===== config.mk =====
export PLATFORM = sky130hd
export DESIGN_NAME = sfrt_top
export DESIGN_NICKNAME = d
export VERILOG_FILES = /design/src/rtl/sfrt_pkg.sv /design/src/rtl/sfrt_fifo2.sv /design/src/rtl/sfrt_top.sv
export SDC_FILE = /design/constraint.sdc
export NUM_CORES = 1
export LEC_CHECK = 0
export ABC_AREA = 0
export BUFFER_PORTS_ARGS = -buffer_cell sky130_fd_sc_hd__buf_4
export CORE_MARGIN = 2
export CORE_UTILIZATION = 25
export DETAILED_ROUTE_END_ITERATION = 8
export PLACE_DENSITY = 0.36
export REMOVE_ABC_BUFFERS = 1
export SLEW_MARGIN = 15
export SYNTH_ARGS = -nofsm -noshare
export SYNTH_HDL_FRONTEND = slang
export SYNTH_SLANG_ARGS = --single-unit
export TNS_END_PERCENT = 30

===== constraint.sdc =====
create_clock -name clk_sys -period 21.3 [get_ports clk_sys]
set_clock_uncertainty 0.15 [all_clocks]
set_input_delay 0 -clock clk_sys [delete_from_list [all_inputs] [get_ports clk_sys]]
set_output_delay 0 -clock clk_sys [all_outputs]
set_load 0.02 [all_outputs]

===== src/rtl/sfrt_pkg.sv =====
// Shared constants of the sample FIFO and ready tracking block.
package sfrt_pkg;
   // *****************************************************************
   // Frame layout
   // *****************************************************************
   localparam int WORD_W = 32;
   localparam int NUM_CH = 4;
   localparam int FIFO_DEPTH = 2;
   localparam int BASE_WORDS = 1 + NUM_CH;
   localparam int MAX_WORDS = BASE_WORDS + 1;
   localparam int SAMPLE_W = NUM_CH * WORD_W;
   localparam int FRAME_W = MAX_WORDS * WORD_W;
   localparam int BITCNT_W = 8;
   // *****************************************************************
   // Status word fields
   // *****************************************************************
   localparam int STAT_RESYNC_BIT = 0;
   localparam int STAT_FULL_BIT = 1;
   localparam int STAT_EMPTY_BIT = 2;
   localparam logic [WORD_W-1:0] STAT_RESET = 32'h00000000;
   // *****************************************************************
   // Timing
   // *****************************************************************
   localparam int CLK_PERIOD_NS = 10;
   localparam int CONV_PERIOD_MCLK = 2048;
   localparam int MCLK_CNT_W = 16;
   localparam int READY_PULSE_NS = 40;
   localparam int READY_PULSE_CLKS =
      (READY_PULSE_NS + CLK_PERIOD_NS - 1) / CLK_PERIOD_NS;
   localparam int PULSE_CNT_W = 4;
endpackage : sfrt_pkg


===== src/rtl/sfrt_fifo2.sv =====
// Small result FIFO with valid and ready on both sides and a flush.
`timescale 1ns/1ns
module sfrt_fifo2 #(
   parameter int WIDTH = 128,
   parameter int DEPTH = 2
) (
   input wire logic clk_sys,
   input wire logic srst,
   input wire logic flush,
   input wire logic in_valid,
   input wire logic [WIDTH-1:0] in_data,
   output logic in_ready,
   output logic out_valid,
   output logic [WIDTH-1:0] out_data,
   input wire logic out_ready,
   output logic full
);
   localparam int PTR_W = (DEPTH > 1) ? $clog2(DEPTH) : 1;
   localparam int CNT_W = $clog2(DEPTH + 1);
   localparam logic [PTR_W-1:0] LAST = PTR_W'(DEPTH - 1);
   localparam logic [CNT_W-1:0] DEPTH_C = CNT_W'(DEPTH);

   logic [WIDTH-1:0] mem_q [DEPTH];
   logic [PTR_W-1:0] wr_q;
   logic [PTR_W-1:0] rd_q;
   logic [CNT_W-1:0] cnt_q;
   logic push;
   logic pop;

   function automatic logic [PTR_W-1:0] ptr_next(input logic [PTR_W-1:0] p);
      return (p == LAST) ? '0 : p + 1'b1;
   endfunction : ptr_next

   assign full = (cnt_q == DEPTH_C);
   assign in_ready = !full;
   assign out_valid = (cnt_q != '0);
   assign out_data = mem_q[rd_q];
   assign push = in_valid && in_ready && !flush;
   assign pop = out_valid && out_ready && !flush;

   always_ff @(posedge clk_sys) begin
      if (push) begin
         mem_q[wr_q] <= in_data;
      end
   end

   always_ff @(posedge clk_sys) begin
      if (srst || flush) begin
         wr_q <= '0;
         rd_q <= '0;
         cnt_q <= '0;
      end else begin
         if (push) begin
            wr_q <= ptr_next(wr_q);
         end
         if (pop) begin
            rd_q <= ptr_next(rd_q);
         end
         if (push && !pop) begin
            cnt_q <= cnt_q + 1'b1;
         end else if (pop && !push) begin
            cnt_q <= cnt_q - 1'b1;
         end
      end
   end
endmodule : sfrt_fifo2


===== src/rtl/sfrt_top.sv =====
// Result FIFO, sample-ready pin, resync check and frame read-out.
`timescale 1ns/1ns
module sfrt_top
   import sfrt_pkg::*;
#(
   parameter int CONV_PERIOD = CONV_PERIOD_MCLK,
   parameter int FIFO_D = FIFO_DEPTH
) (
   input wire logic clk_sys,
   input wire logic srst,
   input wire logic master_clock_in,
   input wire logic sync_reset_n,
   input wire logic spi_cs_n,
   input wire logic spi_sclk,
   output logic spi_miso,
   output logic spi_miso_oe,
   input wire logic crc_enable,
   output logic conv_strobe,
   input wire logic sample_valid,
   input wire logic [SAMPLE_W-1:0] sample_data,
   output logic sample_ready,
   output logic sample_ready_n,
   output logic resync_fault_flag
);
   localparam logic [MCLK_CNT_W-1:0] PERIOD_LAST =
      MCLK_CNT_W'(CONV_PERIOD - 1);
   localparam logic [PULSE_CNT_W-1:0] PULSE_LEN =
      PULSE_CNT_W'(READY_PULSE_CLKS);

   // *****************************************************************
   // Pin synchronisers and edge detection
   // *****************************************************************
   logic [1:0] mclk_s_q;
   logic [1:0] sync_s_q;
   logic [1:0] cs_s_q;
   logic [1:0] sclk_s_q;
   logic mclk_d1_q;
   logic sync_d1_q;
   logic cs_d1_q;
   logic sclk_d1_q;

   always_ff @(posedge clk_sys) begin
      if (srst) begin
         mclk_s_q <= 2'h0;
         sync_s_q <= 2'h3;
         cs_s_q <= 2'h3;
         sclk_s_q <= 2'h0;
         mclk_d1_q <= 1'b0;
         sync_d1_q <= 1'b1;
         cs_d1_q <= 1'b1;
         sclk_d1_q <= 1'b0;
      end else begin
         mclk_s_q <= {mclk_s_q[0], master_clock_in};
         sync_s_q <= {sync_s_q[0], sync_reset_n};
         cs_s_q <= {cs_s_q[0], spi_cs_n};
         sclk_s_q <= {sclk_s_q[0], spi_sclk};
         mclk_d1_q <= mclk_s_q[1];
         sync_d1_q <= sync_s_q[1];
         cs_d1_q <= cs_s_q[1];
         sclk_d1_q <= sclk_s_q[1];
      end
   end

   logic mclk_rise;
   logic sync_fall;
   logic cs_fall;
   logic cs_rise;
   logic sclk_rise;
   logic sclk_fall;
   logic cs_active;

   assign mclk_rise = mclk_s_q[1] && !mclk_d1_q;
   assign sync_fall = !sync_s_q[1] && sync_d1_q;
   assign cs_fall = !cs_s_q[1] && cs_d1_q;
   assign cs_rise = cs_s_q[1] && !cs_d1_q;
   assign sclk_rise = sclk_s_q[1] && !sclk_d1_q;
   assign sclk_fall = !sclk_s_q[1] && sclk_d1_q;
   assign cs_active = !cs_s_q[1];

   // *****************************************************************
   // Conversion timing and sync check
   // *****************************************************************
   logic [MCLK_CNT_W-1:0] phase_q;
   logic misaligned;

   // A sync edge is legal only where a conversion period would begin.
   assign misaligned = sync_fall && (phase_q != '0);

   always_ff @(posedge clk_sys) begin
      if (srst) begin
         phase_q <= '0;
         conv_strobe <= 1'b0;
      end else begin
         conv_strobe <= 1'b0;
         // The sync edge only realigns the phase; conversions keep
         // coming from the master clock count alone.
         if (misaligned) begin
            phase_q <= '0;
         end else if (mclk_rise) begin
            if (phase_q == PERIOD_LAST) begin
               phase_q <= '0;
               conv_strobe <= 1'b1;
            end else begin
               phase_q <= phase_q + 1'b1;
            end
         end
      end
   end

   // *****************************************************************
   // Result FIFO and overflow
   // *****************************************************************
   logic fifo_in_ready;
   logic fifo_out_valid;
   logic [SAMPLE_W-1:0] fifo_out_data;
   logic fifo_full;
   logic fifo_pop;
   logic overflow;
   logic push;

   // A result arriving on a full FIFO empties it and is itself lost.
   assign overflow = sample_valid && !fifo_in_ready;
   assign push = sample_valid && fifo_in_ready;
   assign sample_ready = fifo_in_ready;

   sfrt_fifo2 #(
      .WIDTH(SAMPLE_W),
      .DEPTH(FIFO_D)
   ) u_fifo (
      .clk_sys(clk_sys),
      .srst(srst),
      .flush(overflow),
      .in_valid(sample_valid),
      .in_data(sample_data),
      .in_ready(fifo_in_ready),
      .out_valid(fifo_out_valid),
      .out_data(fifo_out_data),
      .out_ready(fifo_pop),
      .full(fifo_full)
   );

   // *****************************************************************
   // Sample-ready pulse
   // *****************************************************************
   logic [PULSE_CNT_W-1:0] pulse_q;

   always_ff @(posedge clk_sys) begin
      if (srst) begin
         pulse_q <= '0;
         sample_ready_n <= 1'b1;
      end else if (push) begin
         pulse_q <= PULSE_LEN;
         sample_ready_n <= 1'b0;
      end else if (pulse_q > PULSE_CNT_W'(1)) begin
         pulse_q <= pulse_q - 1'b1;
      end else begin
         pulse_q <= '0;
         sample_ready_n <= 1'b1;
      end
   end

   // *****************************************************************
   // Frame read-out
   // *****************************************************************
   function automatic logic [BITCNT_W-1:0] frame_bits(input logic crc);
      return BITCNT_W'((crc ? MAX_WORDS : BASE_WORDS) * WORD_W);
   endfunction : frame_bits

   logic [FRAME_W-1:0] shift_q;
   logic [BITCNT_W-1:0] bits_q;
   logic held_q;
   logic flag_sent_q;
   logic frame_done;
   logic [WORD_W-1:0] status_word;

   always_comb begin
      status_word = STAT_RESET;
      status_word[STAT_RESYNC_BIT] = resync_fault_flag;
      status_word[STAT_FULL_BIT] = fifo_full;
      status_word[STAT_EMPTY_BIT] = !fifo_out_valid;
   end

   // Only a frame of at least the full length counts as a read.
   assign frame_done = cs_rise && (bits_q >= frame_bits(crc_enable));
   assign fifo_pop = frame_done && held_q;

   always_ff @(posedge clk_sys) begin
      if (srst) begin
         shift_q <= '0;
         bits_q <= '0;
         held_q <= 1'b0;
         flag_sent_q <= 1'b0;
         spi_miso <= 1'b0;
      end else begin
         if (overflow) begin
            held_q <= 1'b0;
         end
         if (cs_fall) begin
            // The CRC word is sent as zero; no checksum is built here.
            shift_q <= {status_word, fifo_out_data, {WORD_W{1'b0}}};
            bits_q <= '0;
            held_q <= fifo_out_valid && !overflow;
            flag_sent_q <= resync_fault_flag;
         end else if (cs_active) begin
            // Mode with data changed on the rising edge, sampled on falling.
            if (sclk_rise) begin
               spi_miso <= shift_q[FRAME_W-1];
               shift_q <= {shift_q[FRAME_W-2:0], 1'b0};
            end
            if (sclk_fall && (bits_q != '1)) begin
               bits_q <= bits_q + 1'b1;
            end
         end
         if (cs_rise) begin
            held_q <= 1'b0;
         end
      end
   end

   assign spi_miso_oe = cs_active;

   // *****************************************************************
   // Resync fault flag
   // *****************************************************************
   always_ff @(posedge clk_sys) begin
      if (srst) begin
         resync_fault_flag <= 1'b0;
      end else if (misaligned) begin
         resync_fault_flag <= 1'b1;
      end else if (frame_done && flag_sent_q) begin
         resync_fault_flag <= 1'b0;
      end
   end
endmodule : sfrt_top


Word level (Yosys, flattened, before mapping)
Memory sizes are Yosys's and may differ from the RTL's. A register that Yosys moved wholly into a read port is not among the register bits.
Index checks and enable logic that the tools add are counted.
{"block": "totals", "regBits": 210, "mem_bits_rw": 256, "inputBits": 136, "out_inout_bits": 6, "elab_cells": 110, "memories": 1}
{"name": "u_fifo.mem_q", "depth": 2, "width": 128, "rd": 1, "rd_ports_with_merged_regs": 1, "wr": 1, "line_no": "sfrt_fifo2.sv:23", "text": "logic [WIDTH-1:0] mem_q [DEPTH];"}
{"block": "op_classes", "n_addsub": 7, "magnitude_cmp": 2, "n_eq_ne": 5, "muxes": 22, "bitwise": 4, "reduce_logical": 46}
{"operator": "163-bit two-way mux", "n": 3}
{"operator": "1-bit logical AND", "n": 19}
{"operator": "16-bit by 1-bit adder with 16-bit output (second input constant)", "n": 1}
{"operator": "16-bit by 11-bit == test with 1-bit output (second input constant)", "n": 1}
{"operator": "16-bit two-way mux", "n": 1}
{"operator": "16-bit nonzero test", "n": 1}
{"operator": "1-bit two-way mux", "n": 13}
{"operator": "1-bit logical NOT", "n": 11}
{"operator": "2-bit nonzero test", "n": 5}
{"operator": "8-bit by 1-bit adder with 8-bit output (second input constant)", "n": 1}
{"operator": "8-bit greater-or-equal comparator", "n": 1}
{"operator": "8-bit != test (second input constant)", "n": 1}
{"operator": "2-bit two-way mux", "n": 3}
{"operator": "3-bit two-way mux", "n": 2}
{"operator": "2-bit AND reduction", "n": 3}
{"operator": "2-bit OR reduction", "n": 3}
{"operator": "3-bit OR reduction", "n": 2}
{"operator": "4-bit by 1-bit greater-than comparator with 1-bit output (second input constant)", "n": 1}
{"operator": "1-bit NOT", "n": 4}
{"operator": "4-bit by 1-bit subtractor with 4-bit output (second input constant)", "n": 1}
{"operator": "3-bit AND reduction", "n": 1}
{"operator": "1-bit adder (second input constant)", "n": 2}
{"operator": "2-bit by 1-bit adder with 2-bit output (second input constant)", "n": 1}
{"operator": "2-bit == test (second input constant)", "n": 1}
{"operator": "4 further kinds", "n": 4}

Depth between registers and ports, before layout
Gate-level depths: netlist of run 1.
{"block": "logic_depth", "ltp_word": 9, "depth_mapped": 10}

Modules after synthesis
Synthesis of run 1 repeated with hierarchy kept, for this count alone.
{"block": "hier_totals", "cells_unflattened": 1293, "area_unflattened_um2": 17286.6}
{"mod": "sfrt_fifo2", "instances": 1, "cells_each": 426, "area_each_um2": 9439.1, "seq_area_each_um2": 7787.5}
{"mod": "sfrt_top", "instances": 1, "cells_each": 867, "area_each_um2": 7847.5, "seq_area_each_um2": 4124.0}

Worst setup path after synthesis of run 1
OpenSTA, ideal clock, no wires.
{"block": "synth_path", "path_type": "flip-flop to flip-flop", "startpoint": "reg u_fifo.cnt_q[0]", "endpoint": "mem u_fifo.mem_q[0][0] (enable)", "setup_ns": 0.617, "arrival_ns": 6.125, "path_slack_ns": 14.409, "path_stages_with_launch": 5, "path_buffers": 0, "synth_period_minus_slack_ns": 6.891, "path_cell_list": "dfxtp_1 > nor2b_1 > inv_1 > nand2_1 > nor2_1"}
{"block": "synth_via", "elab_chain_cells": 6}
{"element": "from (decl)", "line_no": "sfrt_fifo2.sv:26", "text": "logic [CNT_W-1:0] cnt_q;"}
{"element": "from (signal assigned)", "line_no": "sfrt_fifo2.sv:60", "text": "cnt_q <= cnt_q + 1'b1;"}
{"element": "from (signal assigned)", "line_no": "sfrt_fifo2.sv:62", "text": "cnt_q <= cnt_q - 1'b1;"}
{"element": "2-bit == test", "line_no": "sfrt_fifo2.sv:34", "text": "assign full = (cnt_q == DEPTH_C);"}
{"element": "1-bit logical NOT", "line_no": "sfrt_fifo2.sv:35", "text": "assign in_ready = !full;"}
{"element": "via sample_ready", "line_no": "sfrt_top.sv:21", "text": "output logic sample_ready,"}
{"element": "1-bit logical AND (2 in a row)", "line_no": "sfrt_fifo2.sv:38", "text": "assign push = in_valid && in_ready && !flush;"}
{"element": "1-bit two-way mux", "line_no": "sfrt_fifo2.sv:42", "text": "if (push) begin"}
{"element": "1-bit two-way mux (implied by the code)", "line_no": "sfrt_fifo2.sv:43", "text": "mem_q[wr_q] <= in_data;"}
{"element": "to (decl)", "line_no": "sfrt_fifo2.sv:23"}
The timed path passes the listed nets, and every way through them passes these cells.

Worst setup path after layout of run 1
{"block": "layout_path", "startpoint": "reg cs_s_q[1]", "endpoint": "reg shift_q[120]"}
{"block": "layout_via", "elab_chain_cells": 4}
{"element": "from (decl)", "line_no": "sfrt_top.sv:35", "text": "logic [1:0] cs_s_q;"}
{"element": "from (signal assigned)", "line_no": "sfrt_top.sv:55", "text": "cs_s_q <= {cs_s_q[0], spi_cs_n};"}
{"element": "1-bit logical NOT", "line_no": "sfrt_top.sv:74", "text": "assign cs_fall = !cs_s_q[1] && cs_d1_q;"}
{"element": "1-bit logical AND", "line_no": "sfrt_top.sv:74"}
{"element": "2-bit by 1-bit != test with 1-bit output (no line) / 2-bit nonzero test (equally long branches)"}
{"element": "2-bit AND reduction (no line)"}
{"element": "to (signal assigned)", "line_no": "sfrt_top.sv:200", "text": "shift_q <= {status_word, fifo_out_data, {WORD_W{1'b0}}};"}
{"element": "to (signal assigned)", "line_no": "sfrt_top.sv:208", "text": "shift_q <= {shift_q[FRAME_W-2:0], 1'b0};"}
{"element": "to (decl)", "line_no": "sfrt_top.sv:169", "text": "logic [FRAME_W-1:0] shift_q;"}
Parallel ways exist; a longest one is shown, timed or not.
A chain may end at the register's enable or synchronous reset.

==> reports/summary.txt, run 1 <==
Outcome -> completed
DIE WIDTH -> 272 µm
Post-CTS setup buffer count -> 0
Vias in the first global route -> 12600
Detailed placement HPWL -> 25200 µm
Residual DRC -> 0
Crit path buf inv count -> 2
Area added between synthesis and finish -> 34.0%
DRT antenna net count -> 0
Sw power -> 0.000472 W
Worst Hold Class -> primary input to flip-flop
Setup TNS -> 0 ns
Seq cells post-synth -> 467
CTS tree -> yes
Maximum buffer depth of the clock tree -> 3
# nets final -> 2007
Seq/Total Area, Yosys -> 66.1%
Placer Congestion -> 0.711
Vias per Instance -> 4.44
Post-synth top area cell -> edfxtp_1
Drt wl/cell -> 15.7 µm
I/O Buffers -> 141
Fin Hold WS -> 0.0325 ns
Final Hold Fails -> 0
Int Pwr -> 0.00164 W
Largest net degree at the start of global routing -> 92
WS Path Type -> flip-flop to flip-flop
Crit-path cells -> nor3b_4, buf_4, buf_4, nand2_1, a311oi_1
Initial Utilization -> 25.2%
Mean post-synth cell area -> 11.9 µm²
Final critical-path setup slack -> 17.74 ns
Achievable clock frequency -> 0.281 GHz
Leak -> 8.03 nW
Clock Tree Root -> clkbuf_16
Max stage delay on crit path -> 0.90 ns
Slowest cell on the critical path -> buf_4
Clock power frac -> 43.7%
Die Span Y -> 272 µm
Core Area -> 71400 µm²
H-Tree Depth -> 2
1st-iter DRT viols -> 645
Layout cells sized above 1 -> 13.6%
Reg clk slew, reported paths -> 0.06 ns
CP dominant cell by count -> buf_4
Switching fraction of total power -> 22.4%
Max-slew violations -> 0
Initial antenna violation count -> 0
DP Worst Slack -> 17.67 ns
Critical Path AT -> 3.89 ns
Synth area leaders -> edfxtp_1 43%, dfxtp_1 23%, nand2_1 6.8%
Logic pwr share -> 7.4%
Final WL -> 44800 µm
Cell family with most CP delay -> buffers and inverters
Max Fanout on Critical Path -> 84
Cells after Synth -> 1519
Final setup viols -> 0
Die ar. -> 74200 µm²
Hold Buf Count CTS -> 245
Top-area cell type share of the netlist area -> 42.7%
Required @ worst endpoint -> 21.64 ns
Synthesized area -> 18000 µm²
Fill cells -> 7229
Num CTS Buffers -> 56
# rows -> 98
RSZ-0062 raised after global routing -> false
Worst slew pin tran -> 1.04 ns
Yosys Warn Count -> 0
Pwr dens -> 87.4 nW/µm²
Worst-Skew Late Latency -> 0.60 ns
Via count -> 12700
Clock Sinks -> 467
Max-capacitance violation count -> 0
Final Cycle Share -> 16.7%
CP Capture Type -> flip-flop
CP Launch Type -> flip-flop
Sequential share of power -> 48.9%
Min cycle time layout -> 3.56 ns
Synth unique cells -> 54
# IOs -> 142
First-pass GRT wire length -> 70800 µm
Post-cts sizing count -> 0
Grt ovf -> 0
Slew headroom -> 30.5%
VDD IR max -> 0.0000503 V
GRT Resource Usage Total -> 12.0%
Pre-antenna DRT Iters -> 5
per-layer routing:
metal	vias to the layer above	GRT usage, %	routed length [µm]
met5	-	0	0
met4	0	3.08	748
met3	63	2.38	1690
met2	189	19.8	20900
met1	6151	16.0	21500
li1	6297	-	-
power groups by stage:
| stage | registers [W] | clock network, W | logic [W] |
|---|---|---|---|
| after floorplan | 0.00105 | 0 | 0.0000660 |
| after global placement | 0.00105 | 0 | 0.000125 |
| after detailed placement | 0.00105 | 0 | 0.000126 |
| after CTS | 0.00103 | 0.000956 | 0.000161 |
| after global routing | 0.00104 | 0.000993 | 0.000174 |
| final | 0.00103 | 0.000921 | 0.000156 |
cell type report:
type	count	area (µm²)	share of cell area, %
Multi-Input combinational cell	920	5560	23.1
Sequential cell	467	11900	49.4
Inverter	15	56.3	0.233
Clock inverter	22	201	0.835
Antenna cell	1	2.50	0.0104
Tap cell	950	1190	4.92
Clock buffer	83	1570	6.52
Timing Repair Buffer	402	3630	15.1
registers in the layout, indices dropped and copies added (netlist names), 2 cells and up, named ones only:
signal,count
bits_q,8
cs_s_q,2
mclk_s_q,2
phase_q,16
pulse_q,4
sclk_s_q,2
shift_q,160
sync_s_q,2
u_fifo.cnt_q,2
u_fifo.mem_q,256
metrics by stage:
stage | area (µm²) | util [%] | instances | power [W]
CTS | 24100 | 33.8 | 2859 | 0.00215
finish | 24100 | 33.8 | 2860 | 0.00211
floorplan | 17500 | - | 1402 | 0.00112
global route | 24100 | 33.8 | 2859 | 0.00220
global placement | 19900 | 27.9 | 2509 | 0.00117
detailed placement | 19900 | 27.9 | 2509 | 0.00118
logic make-up after synthesis:
logic type / after synthesis / share of synthesized area (%)
AO/OA/AOI/OAI: 319 / 13.6
AND/OR/NAND/NOR: 564 / 15.0
buffers and inverters: 132 / 3.13
flip-flops: 467 / 66.1
adder cells (fa/ha/maj): 9 / 0.625
XOR/XNOR: 21 / 1.02
multiplexers: 7 / 0.417
synth_stat cells (all sizes together):
cell type and number:
o2111ai 1, inv 15, a21oi 40, a211oi 129, or2 6, edfxtp 256, or2b 1, clkbuf 76
nand2b 5, or3 3, mux2 4, mux2i 3, a21o 2, nand4 9, nor4 3, nand3b 1
or3b 2, nor2 29, a311oi 128, nor3 12, nor4b 1, or4 2, nor3b 2, and4 3
o31ai 1, a31oi 2, and3 4, o211ai 6, and2 2, a32oi 2, nand3 8, nand2 326
ha 9, nand4b 3, xnor2 4, dfxtp 211, nor2b 139, o41ai 1, buf 41, xor2 17
and4b 3, o21ai 7
final timing paths:
kind / slack (ns) / end / depth (start not counted) / startpoint
hold reg to reg: 0.27 / sync_s_q[1] / 1 / sync_s_q[0]
setup reg to reg: 17.74 / shift_q[120] / 5 / cs_s_q[1]
setup / recovery: 17.74 / shift_q[120] / 5 / cs_s_q[1]
hold / removal: 0.03 / u_fifo.mem_q[0][89] / 2 / sample_data[89]
placed cells by master, fill, tap and decap left out, types with 4 or more instances in the layout:
cell type / count
clkbuf_8: 7
edfxtp_1: 256
nor2b_1: 139
clkbuf_16: 56
or2_2: 6
dlygate4sd3_1: 245
a311oi_1: 128
clkbuf_1: 20
nand4_1: 9
clkinv_2: 5
nand3_1: 7
inv_1: 14
a211oi_1: 127
buf_4: 156
o211ai_1: 6
dfxtp_1: 210
clkinv_1: 8
ha_1: 9
a21oi_1: 40
o21ai_0: 6
nor2_1: 28
xor2_1: 17
nand2_1: 326
nor3_1: 8
xnor2_1: 4
Power figures use the tool's default switching activity.
==> run 2, diff against run 1 <==
--- a/config.mk
+++ b/config.mk
@@ -5,7 +5,7 @@
 export SDC_FILE = /design/constraint.sdc
 export NUM_CORES = 1
 export LEC_CHECK = 0
-export ABC_AREA = 0
+export ABC_AREA = 1
 export BUFFER_PORTS_ARGS = -buffer_cell sky130_fd_sc_hd__buf_4
 export CORE_MARGIN = 2
 export CORE_UTILIZATION = 25
==> constraint.sdc (replaced) <==
create_clock -name clk_sys -period 3.6 [get_ports clk_sys]
set_clock_uncertainty 0.15 [all_clocks]
set_input_delay 0 -clock clk_sys [delete_from_list [all_inputs] [get_ports clk_sys]]
set_output_delay 0 -clock clk_sys [all_outputs]
set_load 0.02 [all_outputs]
==> run 2 against run 1 <==
Against the previous run: critical path depth grew 3; final area fell by 0.76%; power increased to 5.9 times the previous value; utilization up 0.38 points; fmax up 47%; register-to-register slack got worse by 17 ns; synthesized cell count up 13%; sequential cell count unchanged; clock-buffer cell count increased by 3; wire length decreased by 0.79%; worst setup slack worse by 17 ns; hold slack got worse by 0.011 ns; critical path type unchanged.
==> reports/summary.txt, run 2 <==
Most frequent cells in the layout -> 410 x a21oi_1, 327 x nand2_1, 257 x dlygate4sd3_1 (was 326 x nand2_1, 256 x edfxtp_1, 245 x dlygate4sd3_1)
Area of the multi-input gates -> 5090 µm² (was 5560 µm²)
# IOs -> 142 (unchanged)
DRT antenna net count -> 0 (unchanged)
Post-synth top area cell -> edfxtp_1 (unchanged)
Hold Buf Count CTS -> 257 (was 245)
Residual DRC -> 0 (unchanged)
Drt wl/cell -> 14.5 µm (was 15.7 µm)
Fill cells -> 7129 (was 7229)
Via count -> 13100 (was 12700)
Antenna cells -> 0 (was 1)
Post-synth EDFFs -> 256 (unchanged)
Area added between synthesis and finish -> 35.3% (was 34.0%)
Grt ovf -> 0 (unchanged)
Post-CTS setup buffer count -> 0 (unchanged)
Worst-Skew Late Latency -> 0.61 ns (was 0.60 ns)
H-Tree Depth -> 2 (unchanged)
CP Capture Type -> flip-flop (unchanged)
Reg2Reg Setup Slack -> 1.18 ns (was 17.74 ns)
Core Area -> 70000 µm² (was 71400 µm²)
Clock Sinks -> 467 (unchanged)
R2R Path Start -> cs_s_q[1] (unchanged)
Mean post-synth cell area -> 10.3 µm² (was 11.9 µm²)
DIE WIDTH -> 270 µm (was 272 µm)
Post-Layout Inst Area -> 24000 µm² (was 24100 µm²)
Max Fanout on Critical Path -> 117 (was 84)
Leak -> 8.80 nW (was 8.03 nW)
Yosys Warn Count -> 0 (unchanged)
Top-area cell type share of the netlist area -> 43.4% (was 42.7%)
Largest Register -> u_fifo.mem_q (unchanged)
Post-cts sizing count -> 0 (unchanged)
Final WL -> 44500 µm (was 44800 µm)
Asr flop ratio synth -> 0% (unchanged)
Final Hold Fails -> 0 (unchanged)
Synth unique cells -> 33 (was 54)
CTS tree -> yes (unchanged)
Die ar. -> 73000 µm² (was 74200 µm²)
Die Span Y -> 270 µm (was 272 µm)
CP Launch Type -> flip-flop (unchanged)
Min cycle time layout -> 2.42 ns (was 3.56 ns)
Cells after Synth -> 1717 (was 1519)
Achievable clock frequency -> 0.414 GHz (was 0.281 GHz)
Seq cells post-synth -> 467 (unchanged)
Worst Hold Class -> primary input to flip-flop (unchanged)
Min-delay src -> sample_data[4] (was sample_data[89])
Pre-antenna DRT Iters -> 5 (unchanged)
Placed cell area -> 19700 µm² (was 19900 µm²)
DP Worst Slack -> 1.13 ns (was 17.67 ns)
Clock Tree Root -> clkbuf_16 (unchanged)
Main synth FF type -> edfxtp_1 (unchanged)
Logic pwr share -> 8.3% (was 7.4%)
Most common cell after layout, fill and taps aside -> a21oi_1 (was nand2_1)
VDD IR max -> 0.000360 V (was 0.0000503 V)
Top Registers -> u_fifo.mem_q x256, shift_q x160, phase_q x16 (unchanged)
Most common library cells after synthesis -> 410 x a21oi_1, 327 x nand2_1, 256 x edfxtp_1 (was 326 x nand2_1, 256 x edfxtp_1, 211 x dfxtp_1)
Sequential share of power -> 49.6% (was 48.9%)
FF+latch area -> 11900 µm² (unchanged)
Most frequent cell after synthesis -> a21oi_1 (was nand2_1)
Hold path depth -> 2 (unchanged)
Critical Path AT -> 2.78 ns (was 3.89 ns)
Core Util, Final -> 34.2% (was 33.8%)
WS Path Type -> flip-flop to flip-flop (unchanged)
Slew headroom -> 34.3% (was 30.5%)
Worst hold endpoint -> u_fifo.mem_q[1][4] (was u_fifo.mem_q[0][89])
Synthesized area -> 17700 µm² (was 18000 µm²)
Sw power -> 0.00282 W (was 0.000472 W)
Maximum buffer depth of the clock tree -> 3 (unchanged)
Largest net degree at the start of global routing -> 130 (was 92)
Layout cells sized above 1 -> 11.6% (was 13.6%)
Vias per Instance -> 4.28 (was 4.44)
Initial antenna violation count -> 0 (unchanged)
Switching fraction of total power -> 22.7% (was 22.4%)
Pwr dens -> 519 nW/µm² (was 87.4 nW/µm²)
I/O Buffers -> 141 (unchanged)
Final critical-path setup slack -> 1.18 ns (was 17.74 ns)
Worst slew pin tran -> 0.985 ns (was 1.04 ns)
Int Pwr -> 0.00961 W (was 0.00164 W)
Worst r2r dst -> shift_q[68] (was shift_q[120])
# rows -> 97 (was 98)
Clock power frac -> 42.2% (was 43.7%)
Num CTS Buffers -> 54 (was 56)
Detailed placement HPWL -> 24000 µm (was 25200 µm)
Max FFs per register -> 256 (unchanged)
Max-capacitance violation count -> 0 (unchanged)
GRT Resource Usage Total -> 12.2% (was 12.0%)
Initial Utilization -> 25.3% (was 25.2%)
# nets final -> 2221 (was 2007)
Synth area leaders -> edfxtp_1 43%, dfxtp_1 24%, a21oi_1 12% (was edfxtp_1 43%, dfxtp_1 23%, nand2_1 6.8%)
Reg clk slew, reported paths -> 0.06 ns (about the same)
Reg2reg path depth -> 8 (was 5)
Placer Congestion -> 0.718 (was 0.711)
1st-iter DRT viols -> 694 (was 645)
Final setup viols -> 0 (unchanged)
Required @ worst endpoint -> 3.96 ns (was 21.64 ns)
Final Cycle Share -> 67.1% (was 16.7%)
First-pass GRT wire length -> 71500 µm (was 70800 µm)
RSZ-0062 raised after global routing -> false (unchanged)
Seq/Total Area, Yosys -> 67.3% (was 66.1%)
Vias in the first global route -> 12700 (was 12600)
Final Power -> 0.0124 W (was 0.00211 W)
Max-slew violations -> 0 (unchanged)
Outcome -> completed (unchanged)
## run 2: how the worst max path moves through the flow
| stage | startpoint | end | slack, ns | cells after the start |
|---|---|---|---|---|
| 2_1_floorplan | u_fifo.cnt_q[0] | u_fifo.mem_q[0][0] | -3.19 | 4 |
| 3_3_place_gp | cs_s_q[1] | shift_q[86] | 1.14 | 6 |
| 3_5_place_dp | cs_s_q[1] | shift_q[86] | 1.13 | 6 |
| 4_1_cts | cs_s_q[1] | shift_q[86] | 1.14 | 6 |
| 5_1_grt | cs_s_q[1] | shift_q[137] | 0.86 | 8 |
| 6_report | cs_s_q[1] | shift_q[68] | 1.18 | 8 |
## run 2: per-stage QoR
stage / cells / setup TNS, ns / hold slack, ns
final: 3062 / 0 / 0.0210
after global routing: 3062 / 0 / 0.0147
after CTS: 3062 / 0 / 0.000536
after detailed placement: 2703 / 0 / 0.0382
after global placement: 2703 / 0 / 0.0369
after floorplan: 1607 / -1067.09 / -0.0809
## run 2: critical path: stages, from the launching register on
cell and delay, ns:
dfxtp_1 0.34, inv_2 0.13, nand2_8 0.26, inv_2 0.23
nor2_4 0.09, inv_8 0.43, buf_4 0.35, o21ai_0 0.11
a21oi_1 0.15
## run 2: layer usage
metal / share of wire, % / track usage (%) / up-vias / routed length, µm
met4: 1.9 / 3.60 / 0 / 854
met1: 49 / 16.8 / 6182 / 21900
met3: 3.5 / 1.99 / 57 / 1550
met2: 45 / 19.5 / 174 / 20100
li1: - / - / 6688 / -
met5: 0 / 0 / - / 0
## run 2: power by group through the flow
| stage | clock network [W] | registers, W | logic [W] |
|---|---|---|---|
| after floorplan | 0 | 0.00630 | 0.000457 |
| after global placement | 0 | 0.00627 | 0.000835 |
| after detailed placement | 0 | 0.00627 | 0.000844 |
| after CTS | 0.00548 | 0.00616 | 0.00106 |
| after global routing | 0.00567 | 0.00619 | 0.00117 |
| final | 0.00524 | 0.00616 | 0.00103 |
## run 2: logic make-up after synthesis
kind of cell | Yosys count | share of synthesized area (%)
AND/OR/NAND/NOR | 486 | 10.9
AO/OA/AOI/OAI | 578 | 16.4
adder cells (fa/ha/maj) | 9 | 0.636
XOR/XNOR | 13 | 0.643
flip-flops | 467 | 67.3
buffers and inverters | 164 | 4.10
## run 2: layout make-up
type                            count  share of cell area [%]
Multi-Input combinational cell   1086                    21.2
Inverter                           54                   0.898
Tap cell                          940                    4.91
Sequential cell                   467                    49.7
Clock buffer                       86                    6.66
Timing Repair Buffer              413                    16.0
Clock inverter                     16                   0.496
